<file path="config.mk">
export PLATFORM = sky130hd
export DESIGN_NAME = dual_core_interrupt_flags
export DESIGN_NICKNAME = d
export VERILOG_FILES = /design/src/design/irq_pkg.sv /design/src/design/irq_priority_pick.sv /design/src/design/dual_core_interrupt_flags.sv
export SDC_FILE = /design/constraint.sdc
export NUM_CORES = 1
export LEC_CHECK = 0
export ABC_AREA = 1
export BUFFER_PORTS_ARGS = -buffer_cell sky130_fd_sc_hd__buf_2
export CAP_MARGIN = 20
export CELL_PAD_IN_SITES_DETAIL_PLACEMENT = 1
export CELL_PAD_IN_SITES_GLOBAL_PLACEMENT = 1
export CORE_UTILIZATION = 40
export CTS_BUF_LIST = sky130_fd_sc_hd__clkbuf_4 sky130_fd_sc_hd__clkbuf_8 sky130_fd_sc_hd__clkbuf_16
export DETAILED_ROUTE_END_ITERATION = 16
export GPL_ROUTABILITY_DRIVEN = 1
export PLACE_DENSITY_LB_ADDON = 0.3
export SYNTH_ARGS = -nofsm -noshare
export SYNTH_HDL_FRONTEND = slang
export SYNTH_HIERARCHICAL = 1
export SYNTH_SLANG_ARGS = --single-unit
export TNS_END_PERCENT = 10
</file>
<file path="constraint.sdc">
create_clock -name sys_clk -period 4.7 [get_ports sys_clk]
set_clock_uncertainty 0.1 [all_clocks]
set_input_delay 1.175 -clock sys_clk [delete_from_list [all_inputs] [get_ports sys_clk]]
set_output_delay 1.175 -clock sys_clk [all_outputs]
set_load 0.005 [all_outputs]
</file>
<file path="src/design/irq_pkg.sv">
package irq_pkg;

  // ------------------------------------------------------------------
  // Sizes
  // ------------------------------------------------------------------
  localparam int NUM_CORES = 2;        // Subsystems sharing the block
  localparam int REG_W = 16;           // Flag and mask width
  localparam int ADDR_W = 6;           // Byte address width on the bus
  localparam int CORE_SEL_BIT = 5;     // Address bit picking the core

  // ------------------------------------------------------------------
  // Register offsets within one core's window
  // ------------------------------------------------------------------
  localparam logic [4:0] OFF_FLAG = 5'h00;    // interrupt_flag
  localparam logic [4:0] OFF_MASK = 5'h04;    // interrupt_mask
  localparam logic [4:0] OFF_BSC = 5'h08;     // bank_switch_control
  localparam logic [4:0] OFF_STATUS = 5'h0C;  // Read-only core status

  // ------------------------------------------------------------------
  // Reset values and field layout
  // ------------------------------------------------------------------
  localparam logic [15:0] FLAG_RST = 16'h0000;
  localparam logic [15:0] MASK_RST = 16'h0000;
  localparam logic [15:0] VALID_BITS = 16'h7EFB;  // 15, 8, 2 reserved
  localparam int BIT_PEER_REQ = 0;     // Field in bank_switch_control
  localparam int BIT_INTERPROC = 14;   // Interprocessor flag bit

  // ------------------------------------------------------------------
  // Vector table
  // ------------------------------------------------------------------
  localparam logic [6:0] VEC_RESET = 7'h00;
  localparam logic [4:0] PRIO_RESET = 5'h01;
  localparam logic [6:0] VEC_BASE = 7'h40;   // Slot of flag bit 0
  localparam logic [4:0] PRIO_BASE = 5'h03;  // Priority of flag bit 0
  localparam logic [6:0] VEC_TOP_RSVD = 7'h7C;

  // ------------------------------------------------------------------
  // Bus answers and write channel states
  // ------------------------------------------------------------------
  localparam logic [1:0] RESP_OKAY = 2'h0;
  localparam logic [1:0] RESP_SLVERR = 2'h2;
  typedef enum logic {WR_COLLECT, WR_RESP} wr_state_t;

endpackage

</file>
<file path="src/design/irq_priority_pick.sv">
`timescale 1ns/10ps
`default_nettype none

// Finds the lowest set bit: lower bit means higher priority
module irq_priority_pick #(
  parameter int WIDTH = 16
) (
  // Request bits
  input wire logic [WIDTH-1:0] pending,
  // Result
  output logic found,
  output logic [3:0] index
);

  // ------------------------------------------------------------------
  // Parameter check
  // ------------------------------------------------------------------
  // The index port holds at most sixteen positions
  if (WIDTH < 1 || WIDTH > 16) begin : g_bad_width
    $error("irq_priority_pick: WIDTH must be 1 to 16");
  end

  // ------------------------------------------------------------------
  // Scan
  // ------------------------------------------------------------------
  // Scan downward so the lowest set bit is the last to win
  always_comb begin
    found = 1'b0;
    index = 4'h0;
    for (int i = WIDTH - 1; i >= 0; i--) begin
      if (pending[i]) begin
        found = 1'b1;
        index = 4'(i);
      end
    end
  end

endmodule // irq_priority_pick

`default_nettype wire

</file>
<file path="src/design/dual_core_interrupt_flags.sv">
// Register access over AXI4-Lite and the register addresses were left to the implementer.
`timescale 1ns/10ps
`default_nettype none

module dual_core_interrupt_flags
  import irq_pkg::*;
(
  // Clock and reset
  input wire logic sys_clk,
  input wire logic rstn,
  // Bus write address
  input wire logic [ADDR_W-1:0] s_axi_awaddr,
  input wire logic s_axi_awvalid,
  output logic s_axi_awready,
  // Bus write data
  input wire logic [31:0] s_axi_wdata,
  input wire logic [3:0] s_axi_wstrb,
  input wire logic s_axi_wvalid,
  output logic s_axi_wready,
  // Bus write response
  output logic [1:0] s_axi_bresp,
  output logic s_axi_bvalid,
  input wire logic s_axi_bready,
  // Bus read address
  input wire logic [ADDR_W-1:0] s_axi_araddr,
  input wire logic s_axi_arvalid,
  output logic s_axi_arready,
  // Bus read data
  output logic [31:0] s_axi_rdata,
  output logic [1:0] s_axi_rresp,
  output logic s_axi_rvalid,
  input wire logic s_axi_rready,
  // Interrupt sources, one bit per core, one-cycle pulses
  input wire logic [NUM_CORES-1:0] ext_pin0_irq,
  input wire logic [NUM_CORES-1:0] ext_pin1_irq,
  input wire logic [NUM_CORES-1:0] timer_irq,
  input wire logic [NUM_CORES-1:0] port0_rx_irq,
  input wire logic [NUM_CORES-1:0] port0_tx_irq,
  input wire logic [NUM_CORES-1:0] port1_rx_irq,
  input wire logic [NUM_CORES-1:0] port1_tx_irq,
  input wire logic [NUM_CORES-1:0] port2_rx_irq,
  input wire logic [NUM_CORES-1:0] port2_tx_irq,
  input wire logic [NUM_CORES-1:0] dma_ch0_irq,
  input wire logic [NUM_CORES-1:0] dma_ch1_irq,
  input wire logic [NUM_CORES-1:0] dma_ch2_irq,
  input wire logic [NUM_CORES-1:0] dma_ch3_irq,
  input wire logic [NUM_CORES-1:0] dma_ch4_irq,
  input wire logic [NUM_CORES-1:0] dma_ch5_irq,
  input wire logic [NUM_CORES-1:0] host_port_irq,
  // Core side controls, one-cycle pulses
  input wire logic [NUM_CORES-1:0] soft_reset,
  input wire logic [NUM_CORES-1:0] sleep_exec,
  input wire logic [NUM_CORES-1:0] irq_ack,
  // Core side results
  output logic [NUM_CORES-1:0] irq_req,
  output logic [NUM_CORES-1:0][6:0] irq_vector,
  output logic [NUM_CORES-1:0][4:0] irq_priority,
  output logic deep_sleep_state
);

  // ------------------------------------------------------------------
  // State
  // ------------------------------------------------------------------
  logic [NUM_CORES-1:0][15:0] flag;      // Pending bits per core
  logic [NUM_CORES-1:0][15:0] mask;      // Enable bits per core
  logic [NUM_CORES-1:0][3:0] served;     // Bit shown on irq_vector
  logic [NUM_CORES-1:0] peer_request_field; // Outgoing request
  logic [NUM_CORES-1:0] peer_prev;       // Request one cycle ago
  logic [NUM_CORES-1:0] reset_pend;      // Reset vector still owed
  logic [NUM_CORES-1:0] sleep_req;       // Core ran deep sleep
  logic [NUM_CORES-1:0] peer_rise;       // Request just raised
  logic [NUM_CORES-1:0] found;           // Any enabled pending bit
  logic [NUM_CORES-1:0][3:0] index;      // Winning bit
  logic [NUM_CORES-1:0][15:0] pend;      // Flag gated by mask

  // Bus holding registers
  wr_state_t wr_state;
  logic aw_held;
  logic w_held;
  logic [ADDR_W-1:0] awaddr_q;
  logic [31:0] wdata_q;
  logic [3:0] wstrb_q;

  // ------------------------------------------------------------------
  // Write decode
  // ------------------------------------------------------------------
  logic wr_fire;          // Both halves here, write happens now
  logic wr_core;          // Target core
  logic [4:0] wr_off;     // Offset within the core window
  logic wr_mapped;        // Offset names a register
  logic [15:0] wr_lanes;  // Byte enables widened to bits

  assign wr_fire = aw_held && w_held && (wr_state == WR_COLLECT);
  assign wr_core = awaddr_q[CORE_SEL_BIT];
  assign wr_off = awaddr_q[4:0];
  assign wr_mapped = (wr_off == OFF_FLAG) || (wr_off == OFF_MASK) ||
                     (wr_off == OFF_BSC) || (wr_off == OFF_STATUS);
  assign wr_lanes = {{8{wstrb_q[1]}}, {8{wstrb_q[0]}}};

  // ------------------------------------------------------------------
  // Write channel
  // ------------------------------------------------------------------
  // Address and data are taken in either order and held until the
  // response is accepted, so one write is in flight at a time
  always_ff @(posedge sys_clk) begin
    if (!rstn) begin
      wr_state <= WR_COLLECT;
      aw_held <= 1'b0;
      w_held <= 1'b0;
      awaddr_q <= '0;
      wdata_q <= '0;
      wstrb_q <= 4'h0;
      s_axi_awready <= 1'b1;
      s_axi_wready <= 1'b1;
      s_axi_bvalid <= 1'b0;
      s_axi_bresp <= RESP_OKAY;
    end else begin
      // Capture address
      if (s_axi_awvalid && s_axi_awready) begin
        aw_held <= 1'b1;
        awaddr_q <= s_axi_awaddr;
        s_axi_awready <= 1'b0;
      end
      // Capture data
      if (s_axi_wvalid && s_axi_wready) begin
        w_held <= 1'b1;
        wdata_q <= s_axi_wdata;
        wstrb_q <= s_axi_wstrb;
        s_axi_wready <= 1'b0;
      end
      case (wr_state)
        WR_COLLECT: begin
          if (wr_fire) begin
            // Status is read-only, so a write there is refused too
            s_axi_bvalid <= 1'b1;
            s_axi_bresp <= (wr_mapped && wr_off != OFF_STATUS) ?
                           RESP_OKAY : RESP_SLVERR;
            wr_state <= WR_RESP;
          end
        end
        WR_RESP: begin
          if (s_axi_bready) begin
            s_axi_bvalid <= 1'b0;
            aw_held <= 1'b0;
            w_held <= 1'b0;
            s_axi_awready <= 1'b1;
            s_axi_wready <= 1'b1;
            wr_state <= WR_COLLECT;
          end
        end
        default: begin
          wr_state <= WR_COLLECT;
        end
      endcase
    end
  end

  // ------------------------------------------------------------------
  // Per-core interrupt logic
  // ------------------------------------------------------------------
  for (genvar c = 0; c < NUM_CORES; c++) begin : g_core
    logic [15:0] events;    // Sources arriving this cycle
    logic [15:0] sw_clear;  // Write-one-to-clear from software
    logic [15:0] ack_clear; // Bit retired by the core's ack
    logic wr_here;          // Bus write aimed at this core
    logic ack_take;         // Core accepts the shown vector

    assign wr_here = wr_fire && (wr_core == 1'(c));
    assign ack_take = irq_ack[c] && irq_req[c];

    // Shared slots OR their two sources; only one drives at a time
    always_comb begin
      events = 16'h0000;
      events[0] = ext_pin0_irq[c];
      events[1] = ext_pin1_irq[c];
      events[3] = timer_irq[c];
      events[4] = port0_rx_irq[c];
      events[5] = port0_tx_irq[c];
      events[6] = port2_rx_irq[c] | dma_ch0_irq[c];
      events[7] = port2_tx_irq[c] | dma_ch1_irq[c];
      events[9] = host_port_irq[c];
      events[10] = port1_rx_irq[c] | dma_ch2_irq[c];
      events[11] = port1_tx_irq[c] | dma_ch3_irq[c];
      events[12] = dma_ch4_irq[c];
      events[13] = dma_ch5_irq[c];
      // The other core's request edge lands in bit 14
      events[BIT_INTERPROC] = peer_rise[NUM_CORES-1-c];
    end

    // Software clears pending bits by writing ones
    assign sw_clear = (wr_here && wr_off == OFF_FLAG) ?
                      (wdata_q[15:0] & wr_lanes) : 16'h0000;
    assign ack_clear = (ack_take && !reset_pend[c]) ?
                       (16'h0001 << served[c]) : 16'h0000;

    // Flags: a new event wins over a clear in the same cycle
    always_ff @(posedge sys_clk) begin
      if (!rstn || soft_reset[c]) begin
        flag[c] <= FLAG_RST;
      end else begin
        flag[c] <= ((flag[c] & ~(sw_clear | ack_clear)) | events)
                   & VALID_BITS;
      end
    end

    // Mask: one enables, zero masks
    always_ff @(posedge sys_clk) begin
      if (!rstn || soft_reset[c]) begin
        mask[c] <= MASK_RST;
      end else if (wr_here && wr_off == OFF_MASK) begin
        mask[c] <= ((mask[c] & ~wr_lanes) |
                    (wdata_q[15:0] & wr_lanes)) & VALID_BITS;
      end
    end

    // Outgoing request field; only its 0 to 1 edge signals the peer
    always_ff @(posedge sys_clk) begin
      if (!rstn || soft_reset[c]) begin
        peer_request_field[c] <= 1'b0;
        peer_prev[c] <= 1'b0;
      end else begin
        if (wr_here && wr_off == OFF_BSC && wstrb_q[0]) begin
          peer_request_field[c] <= wdata_q[BIT_PEER_REQ];
        end
        peer_prev[c] <= peer_request_field[c];
      end
    end
    // A held one does not repeat; the sender must write zero first
    assign peer_rise[c] = peer_request_field[c] && !peer_prev[c];

    // Reset vector is owed after either reset until acknowledged
    always_ff @(posedge sys_clk) begin
      if (!rstn || soft_reset[c]) begin
        reset_pend[c] <= 1'b1;
      end else if (ack_take && reset_pend[c]) begin
        reset_pend[c] <= 1'b0;
      end
    end

    // Sleep request stands until this core has work again
    always_ff @(posedge sys_clk) begin
      if (!rstn || soft_reset[c]) begin
        sleep_req[c] <= 1'b0;
      end else if (found[c]) begin
        sleep_req[c] <= 1'b0;
      end else if (sleep_exec[c]) begin
        sleep_req[c] <= 1'b1;
      end
    end

    // Only enabled, pending, non-reserved bits compete
    assign pend[c] = flag[c] & mask[c] & VALID_BITS;

    irq_priority_pick #(
      .WIDTH(REG_W)
    ) u_pick (
      .pending(pend[c]),
      .found(found[c]),
      .index(index[c])
    );

    // Presented request; slot is base plus 4 times the bit number, and
    // bit 14 tops out at 78h, below the reserved 7Ch slots
    always_ff @(posedge sys_clk) begin
      if (!rstn) begin
        irq_req[c] <= 1'b0;
        irq_vector[c] <= VEC_RESET;
        irq_priority[c] <= PRIO_RESET;
        served[c] <= 4'h0;
      end else if (ack_take || soft_reset[c]) begin
        // Drop for one cycle so the next pick sees the retired bit
        irq_req[c] <= 1'b0;
      end else if (reset_pend[c]) begin
        irq_req[c] <= 1'b1;
        irq_vector[c] <= VEC_RESET;
        irq_priority[c] <= PRIO_RESET;
      end else begin
        irq_req[c] <= found[c];
        irq_vector[c] <= VEC_BASE + {1'b0, index[c], 2'b00};
        irq_priority[c] <= PRIO_BASE + {1'b0, index[c]};
        served[c] <= index[c];
      end
    end
  end

  // ------------------------------------------------------------------
  // Shared deep sleep
  // ------------------------------------------------------------------
  // Clocks stop only while every core holds its request, whichever
  // asked first; a waking core drops its request and the stop ends
  always_ff @(posedge sys_clk) begin
    if (!rstn) begin
      deep_sleep_state <= 1'b0;
    end else begin
      deep_sleep_state <= &sleep_req;
    end
  end

  // ------------------------------------------------------------------
  // Read channel
  // ------------------------------------------------------------------
  logic rd_core;
  logic [4:0] rd_off;
  assign rd_core = s_axi_araddr[CORE_SEL_BIT];
  assign rd_off = s_axi_araddr[4:0];

  // Answer one cycle after the address is taken; reserved bits read 0
  always_ff @(posedge sys_clk) begin
    if (!rstn) begin
      s_axi_arready <= 1'b1;
      s_axi_rvalid <= 1'b0;
      s_axi_rdata <= '0;
      s_axi_rresp <= RESP_OKAY;
    end else if (s_axi_arvalid && s_axi_arready) begin
      s_axi_arready <= 1'b0;
      s_axi_rvalid <= 1'b1;
      s_axi_rresp <= RESP_OKAY;
      case (rd_off)
        OFF_FLAG: s_axi_rdata <= {16'h0000, flag[rd_core]};
        OFF_MASK: s_axi_rdata <= {16'h0000, mask[rd_core]};
        OFF_BSC: s_axi_rdata <= {31'h0, peer_request_field[rd_core]};
        OFF_STATUS: begin
          s_axi_rdata <= {16'h0000, 1'b0, irq_vector[rd_core], 5'h00,
                          reset_pend[rd_core], deep_sleep_state,
                          sleep_req[rd_core]};
        end
        default: begin
          s_axi_rdata <= '0;
          s_axi_rresp <= RESP_SLVERR;
        end
      endcase
    end else if (s_axi_rvalid && s_axi_rready) begin
      s_axi_rvalid <= 1'b0;
      s_axi_arready <= 1'b1;
    end
  end
endmodule // dual_core_interrupt_flags

`default_nettype wire

</file>
==> impl_metrics.yaml, run 1 <==
drt:
  vias: 6958
  drtIter0Drc: 401
  drc: 0
  wl_per_cell_um: 15.9
  firstDrtPassIters: 4
  antenna_left: 0
  wl_mm: 22.3
  drt-vias-per-instance: 4.94
final_layout:
  layout.nets: 1272
  diodes: 0
  fillCellCount: 2291
  drive_gt1_frac: 0.155
  multiInputGateArea_sq_um: 3260
  seq_area_sq_um: 2720
  area_growth_pct: 19.4
setup_path:
  critPathLaunchType: "input pin"
  crit_arrival_ns: 2.84
  ff2ff_path_depth: 20
  cpMostUsedCell: "nor2_1"
  cp_slowest_stage_delay_ns: 0.56
  path_cells: "buf_2 > nor2_1 > inv_1 > nor2_1 > nand3_1 > o21ai_0 > nand2_1 > a21oi_1"
  cpMaxStageDelayCell: "nor2_1"
  crit_path_max_fanout: 12
  crit_path_end_kind: "flip-flop"
  path_class: "in2reg"
  cp.required_ns: 4.95
yosys:
  postSynthCellCount: 1063
  syn_avg_cell_area_sq_um: 6.44
  ys_seq_area_frac: 0.398
  synth_seq_cells: 136
  synth_cell_types: 34
  syn_area_sq_um: 6840
  yosys_warnings: 6
clock_network:
  clk_latency_ns: 0.43
  cts_root_buf: "clkbuf_16"
  clk_pin_slew_ns: 0.06
  cts_sinks: 136
  clk_path_buf_depth: 2
  cts_buffers: 17
  htreeDepth: 4
  ctsHoldBuffers: 0
  cts_resized: 0
  cts_setup_buffers: 0
  cts_tree: "built"
timing:
  post-route-min-period_ns: 2.58
  rsz0062_at_grt: "no"
  fin_tns_setup_ns: 0
  slew_viol_final: 0
  final_hold_viol_count: 0
  worst-slew-pin-transition_ns: 1.05
  hold_ws_ns: 0.363
  setup_violations: 0
  finalCritPeriodShare: 0.550
  relSlewSlack: 0.298
  timing.fmax_ghz: 0.387
grt:
  track_usage: 0.265
  grt_pass1_vias: 6996
  grt_pass1_wl_mm: 35.6
  globalRouteOverflowTotal: 0
  grt_antenna_before_repair: 0
  grt_max_degree: 50
power_and_ir_drop:
  power.density_nw_per_um2: 359
  power.leakage_uw: 0.00386
  peakVddDrop_mv: 0.277
die:
  die_h_um: 133
  initial_core_util: 0.411
  ioPinCount: 161
  die_area_sq_um: 17600
  floorplan.rows: 47
  die_w_um: 133
  core-area_sq_um: 16600
placement:
  port_buffers: 115
  dp_hpwl_mm: 16.8
  place_congestion: 0.852
hold_path:
  hp-class: "reg2reg"
  hold_depth: 2
outcome:
  status: "complete, no violations"
flow_run:
  drv_cap: 0
## cells in the final DEF, fill, tap and decap left out, types with 5 or more instances in the layout
master     instances
conb_1            32
a31oi_1            6
nor2_1           123
nand3_1           54
buf_2            115
bufinv_16          5
o21a_1            10
inv_2             17
clkbuf_16         17
nor3_1             9
buf_4              6
inv_1            154
dfxtp_1          136
nand2_1          274
a21oi_1          104
o21ai_0           77
## power breakdown
group | internal [uW] | switching [uW]
clock network | 958 | 522
registers | 1190 | 34.5
logic | 77.2 | 151
total | 2220 | 708
## metal layers
metal | GRT usage | share of wire
met5 | 0 | 0
met4 | 0.111 | 0.028
met2 | 0.454 | 0.48
met1 | 0.327 | 0.45
met3 | 0.0437 | 0.040
## final timing paths
kind / start / end / slack [ns]
setup reg to reg: flag[29] / irq_priority[6] / 2.30
hold / removal: s_axi_rdata[13] / s_axi_rdata[13] / 0.36
hold reg to reg: s_axi_rdata[13] / s_axi_rdata[13] / 0.36
setup / recovery: s_axi_araddr[1] / s_axi_rdata[9] / 2.12
## synthesized netlist by cell type
master	count	share of area
nand2_1	274	0.15
inv_1	154	0.084
dfxtp_1	136	0.40
nor2_1	123	0.067
a21oi_1	104	0.076
o21ai_0	77	0.056
nand3_1	54	0.040
buf_4	25	0.027
clkbuf_1	17	0.0093
inv_2	17	0.0093
buf_2	12	0.0088
o21a_1	10	0.011
nor3_1	9	0.0066
a31oi_1	6	0.0055
nand4_1	4	0.0037
o21ai_1	4	0.0029
or2_2	4	0.0037
xnor2_1	4	0.0051
a21boi_0	3	0.0033
nor2_4	3	0.0049
nor4_1	3	0.0027
a21oi_2	2	0.0026
a22oi_1	2	0.0022
buf_1	2	0.0011
ha_1	2	0.0037
nand2_2	2	0.0018
nand2_4	2	0.0033
or2_1	2	0.0018
buf_6	1	0.0016
clkinv_1	1	0.00055
conb_1	1	0.00055
nor2_2	1	0.00091
nor3_4	1	0.0024
o211ai_1	1	0.0011
## worst max-delay path: cells and delay by family
kind / cells / cell delay (ns)
and+or+nand+nor: 4 / 1.14
AOI/OAI and AO/OA: 2 / 0.31
buffers and inverters: 2 / 0.20
## through the flow
| step | setup WS [ns] | cell area, sq um | utilization | std cells | total power, uW |
|---|---|---|---|---|---|
| 6_report | 2.12 | 8170 | 0.491 | 1409 | 2930 |
| 3_5_place_dp | 1.76 | 7520 | 0.452 | 1377 | 1470 |
| 4_1_cts | 2.16 | 8160 | 0.490 | 1408 | 2950 |
| 5_1_grt | 1.96 | 8170 | 0.491 | 1409 | 3030 |
| 2_1_floorplan | 2.39 | 6960 | - | 1094 | 1390 |
| 3_3_place_gp | 1.83 | 7520 | 0.452 | 1377 | 1460 |
## layout make-up
class	count	share of cell area
tap	220	0.0337
multi-input combinational	729	0.399
timing repair buffer	121	0.0760
clock buffer	19	0.0547
inverter	172	0.0790
sequential	136	0.333
clock inverter	12	0.0245
## kinds of logic after synthesis
family          count (synthesis)  share of synthesized area
flops                         136                      0.398
xor+xnor                        4                    0.00512
other cells                     1                   0.000548
fa+ha+maj                       2                    0.00366
simple gates                  482                      0.289
compound gates                209                      0.161
buf+inv                       229                      0.143
(Power assumes the default switching activity.)
==> inputs of run 2 (changes only) <==
--- a/config.mk
+++ b/config.mk
@@ -10,7 +10,7 @@
 export CAP_MARGIN = 20
 export CELL_PAD_IN_SITES_DETAIL_PLACEMENT = 1
 export CELL_PAD_IN_SITES_GLOBAL_PLACEMENT = 1
-export CORE_UTILIZATION = 40
+export CORE_UTILIZATION = 34
 export CTS_BUF_LIST = sky130_fd_sc_hd__clkbuf_4 sky130_fd_sc_hd__clkbuf_8 sky130_fd_sc_hd__clkbuf_16
 export DETAILED_ROUTE_END_ITERATION = 16
 export GPL_ROUTABILITY_DRIVEN = 1
==> constraint.sdc (replaced) <==
create_clock -name sys_clk -period 2.15 [get_ports sys_clk]
set_clock_uncertainty 0.1 [all_clocks]
set_input_delay 0.5375 -clock sys_clk [delete_from_list [all_inputs] [get_ports sys_clk]]
set_output_delay 0.5375 -clock sys_clk [all_outputs]
set_load 0.005 [all_outputs]
==> impl_metrics.yaml, run 2 (synthesis gave the netlist of run 1 again) <==
outcome:
  status: "finished, violations left"
  violations: "negative setup slack"
timing:
  relSlewSlack: 0.593
  setup_slack_ns: -0.00582
  setup_violations: 1
  worst-slew-pin-transition_ns: 0.604
  rsz0062_at_grt: "yes"
  fin_tns_setup_ns: -0.00582
  slew_viol_final: 0
  timing.fmax_ghz: 0.464
  finalCritPeriodShare: 1.00
  post-route-min-period_ns: 2.16
  final_hold_viol_count: 0
final_layout:
  fillCellCount: 2643
  layout.nets: 1311
  area_growth_pct: 25.1
  finalNonFillerCells: 1494
  final_cell_mix: "nand2_1, inv_1, dfxtp_1"
  final_common_cell: "nand2_1"
  design_area_sq_um: 8560
  multiInputGateArea_sq_um: 3320
  seq_area_sq_um: 2730
  diodes: 0
  drive_gt1_frac: 0.199
placement:
  port_buffers: 115
  place_congestion: 0.842
  placed_cell_area_sq_um: 7870
  dp_hpwl_mm: 17.7
  dp_cells: 1461
power_and_ir_drop:
  power.density_nw_per_um2: 736
  peakVddDrop_mv: 0.517
  power.leakage_uw: 0.00405
clock_network:
  cts_buffers: 17
  htreeDepth: 4
  clk_pin_slew_ns: 0.06
  cts_tree: "built"
  clk_latency_ns: 0.43
  cts_sinks: 136
  clk_path_buf_depth: 2
  cts_root_buf: "clkbuf_16"
  ctsHoldBuffers: 0
grt:
  grt_max_degree: 42
  grt_pass1_vias: 6828
  track_usage: 0.230
  grt_pass1_wl_mm: 35.7
  grt_antenna_before_repair: 0
  globalRouteOverflowTotal: 0
drt:
  antenna_left: 0
  wl_mm: 22.8
  drt-vias-per-instance: 4.73
  wl_per_cell_um: 15.2
  firstDrtPassIters: 5
  drc: 0
  vias: 7066
  drtIter0Drc: 351
die:
  ioPinCount: 161
  floorplan.rows: 51
  core-area_sq_um: 19600
  die_area_sq_um: 20700
  die_w_um: 144
  initial_core_util: 0.349
  die_h_um: 144
setup_path:
  critPathLaunchType: "flip-flop"
  cp.required_ns: 2.41
  path_class: "reg2reg"
  ff2ff_path_depth: 20
  crit_arrival_ns: 2.42
  crit_path_end_kind: "flip-flop"
  crit_path_max_fanout: 2
flow_run:
  drv_cap: 0
hold_path:
  hold_depth: 2
  hp-class: "in2reg"
run 2: timing repair:
item,4_1_cts,5_1_grt
pin swaps,3,18
gates cloned,0,0
endpoints found under the setup margin,4,8
gates resized for setup,9,17
buffers inserted,0,1
run 2: area by class of cell:
| type | instances | share of cell area |
|---|---|---|
| Timing Repair Buffer | 160 | 0.107 |
| Inverter | 172 | 0.0754 |
| Clock inverter | 15 | 0.0222 |
| Sequential cell | 136 | 0.319 |
| Clock buffer | 17 | 0.0497 |
| Multi-Input combinational cell | 729 | 0.388 |
| Tap cell | 265 | 0.0387 |
run 2: critical path, stage by stage (launching register included):
cell and delay (ns):
dfxtp_2 0.34, nand2_2 0.06, inv_2 0.07, inv_2 0.04, nand2_2 0.05, nand2_1 0.04, nand2_1 0.05, nand2_1 0.05
nand2_1 0.05, nand2_1 0.07, nand2_1 0.07, nand2_1 0.06, nand2_1 0.07, nand2_1 0.06, nand2_1 0.05, nand2_1 0.06
a21oi_2 0.17, inv_2 0.07, ha_4 0.23, or2_4 0.22, a21oi_2 0.11
run 2: power breakdown:
part | internal, uW | total [uW] | switching, uW
Sequential | 2600 | 2660 | 64.8
Combinational | 206 | 560 | 354
Clock | 1850 | 3080 | 1230
Total | 4650 | 6300 | 1650
run 2: final timing paths:
kind / from / to / slack [ns]
setup reg to reg: flip-flop / irq_priority[6] / -0.006
hold / removal: s_axi_wvalid / s_axi_wready / 0.19
hold reg to reg: awaddr_q[1] / awaddr_q[1] / 0.35
setup / recovery: flip-flop / irq_priority[6] / -0.006
run 2: per-layer routing:
| metal | vias up | global-route usage | share of wire |
|---|---|---|---|
| met5 | - | 0 | 0 |
| met4 | 0 | 0.0789 | 0.020 |
| met3 | 28 | 0.0413 | 0.048 |
| met2 | 173 | 0.377 | 0.47 |
| met1 | 3297 | 0.303 | 0.47 |
| li1 | 3568 | - | - |
run 2: through the flow:
| step | worst slack [ns] | util | total power (uW) | hold slack [ns] |
|---|---|---|---|---|
| after floorplan | 0.130 | - | 3050 | 0.320 |
| after global placement | -0.0507 | 0.401 | 3250 | 0.338 |
| after detailed placement | -0.133 | 0.401 | 3260 | 0.346 |
| after CTS | -0.0489 | 0.434 | 6340 | 0.183 |
| after global routing | -0.182 | 0.437 | 6560 | 0.193 |
| final | -0.00582 | 0.437 | 6300 | 0.191 |
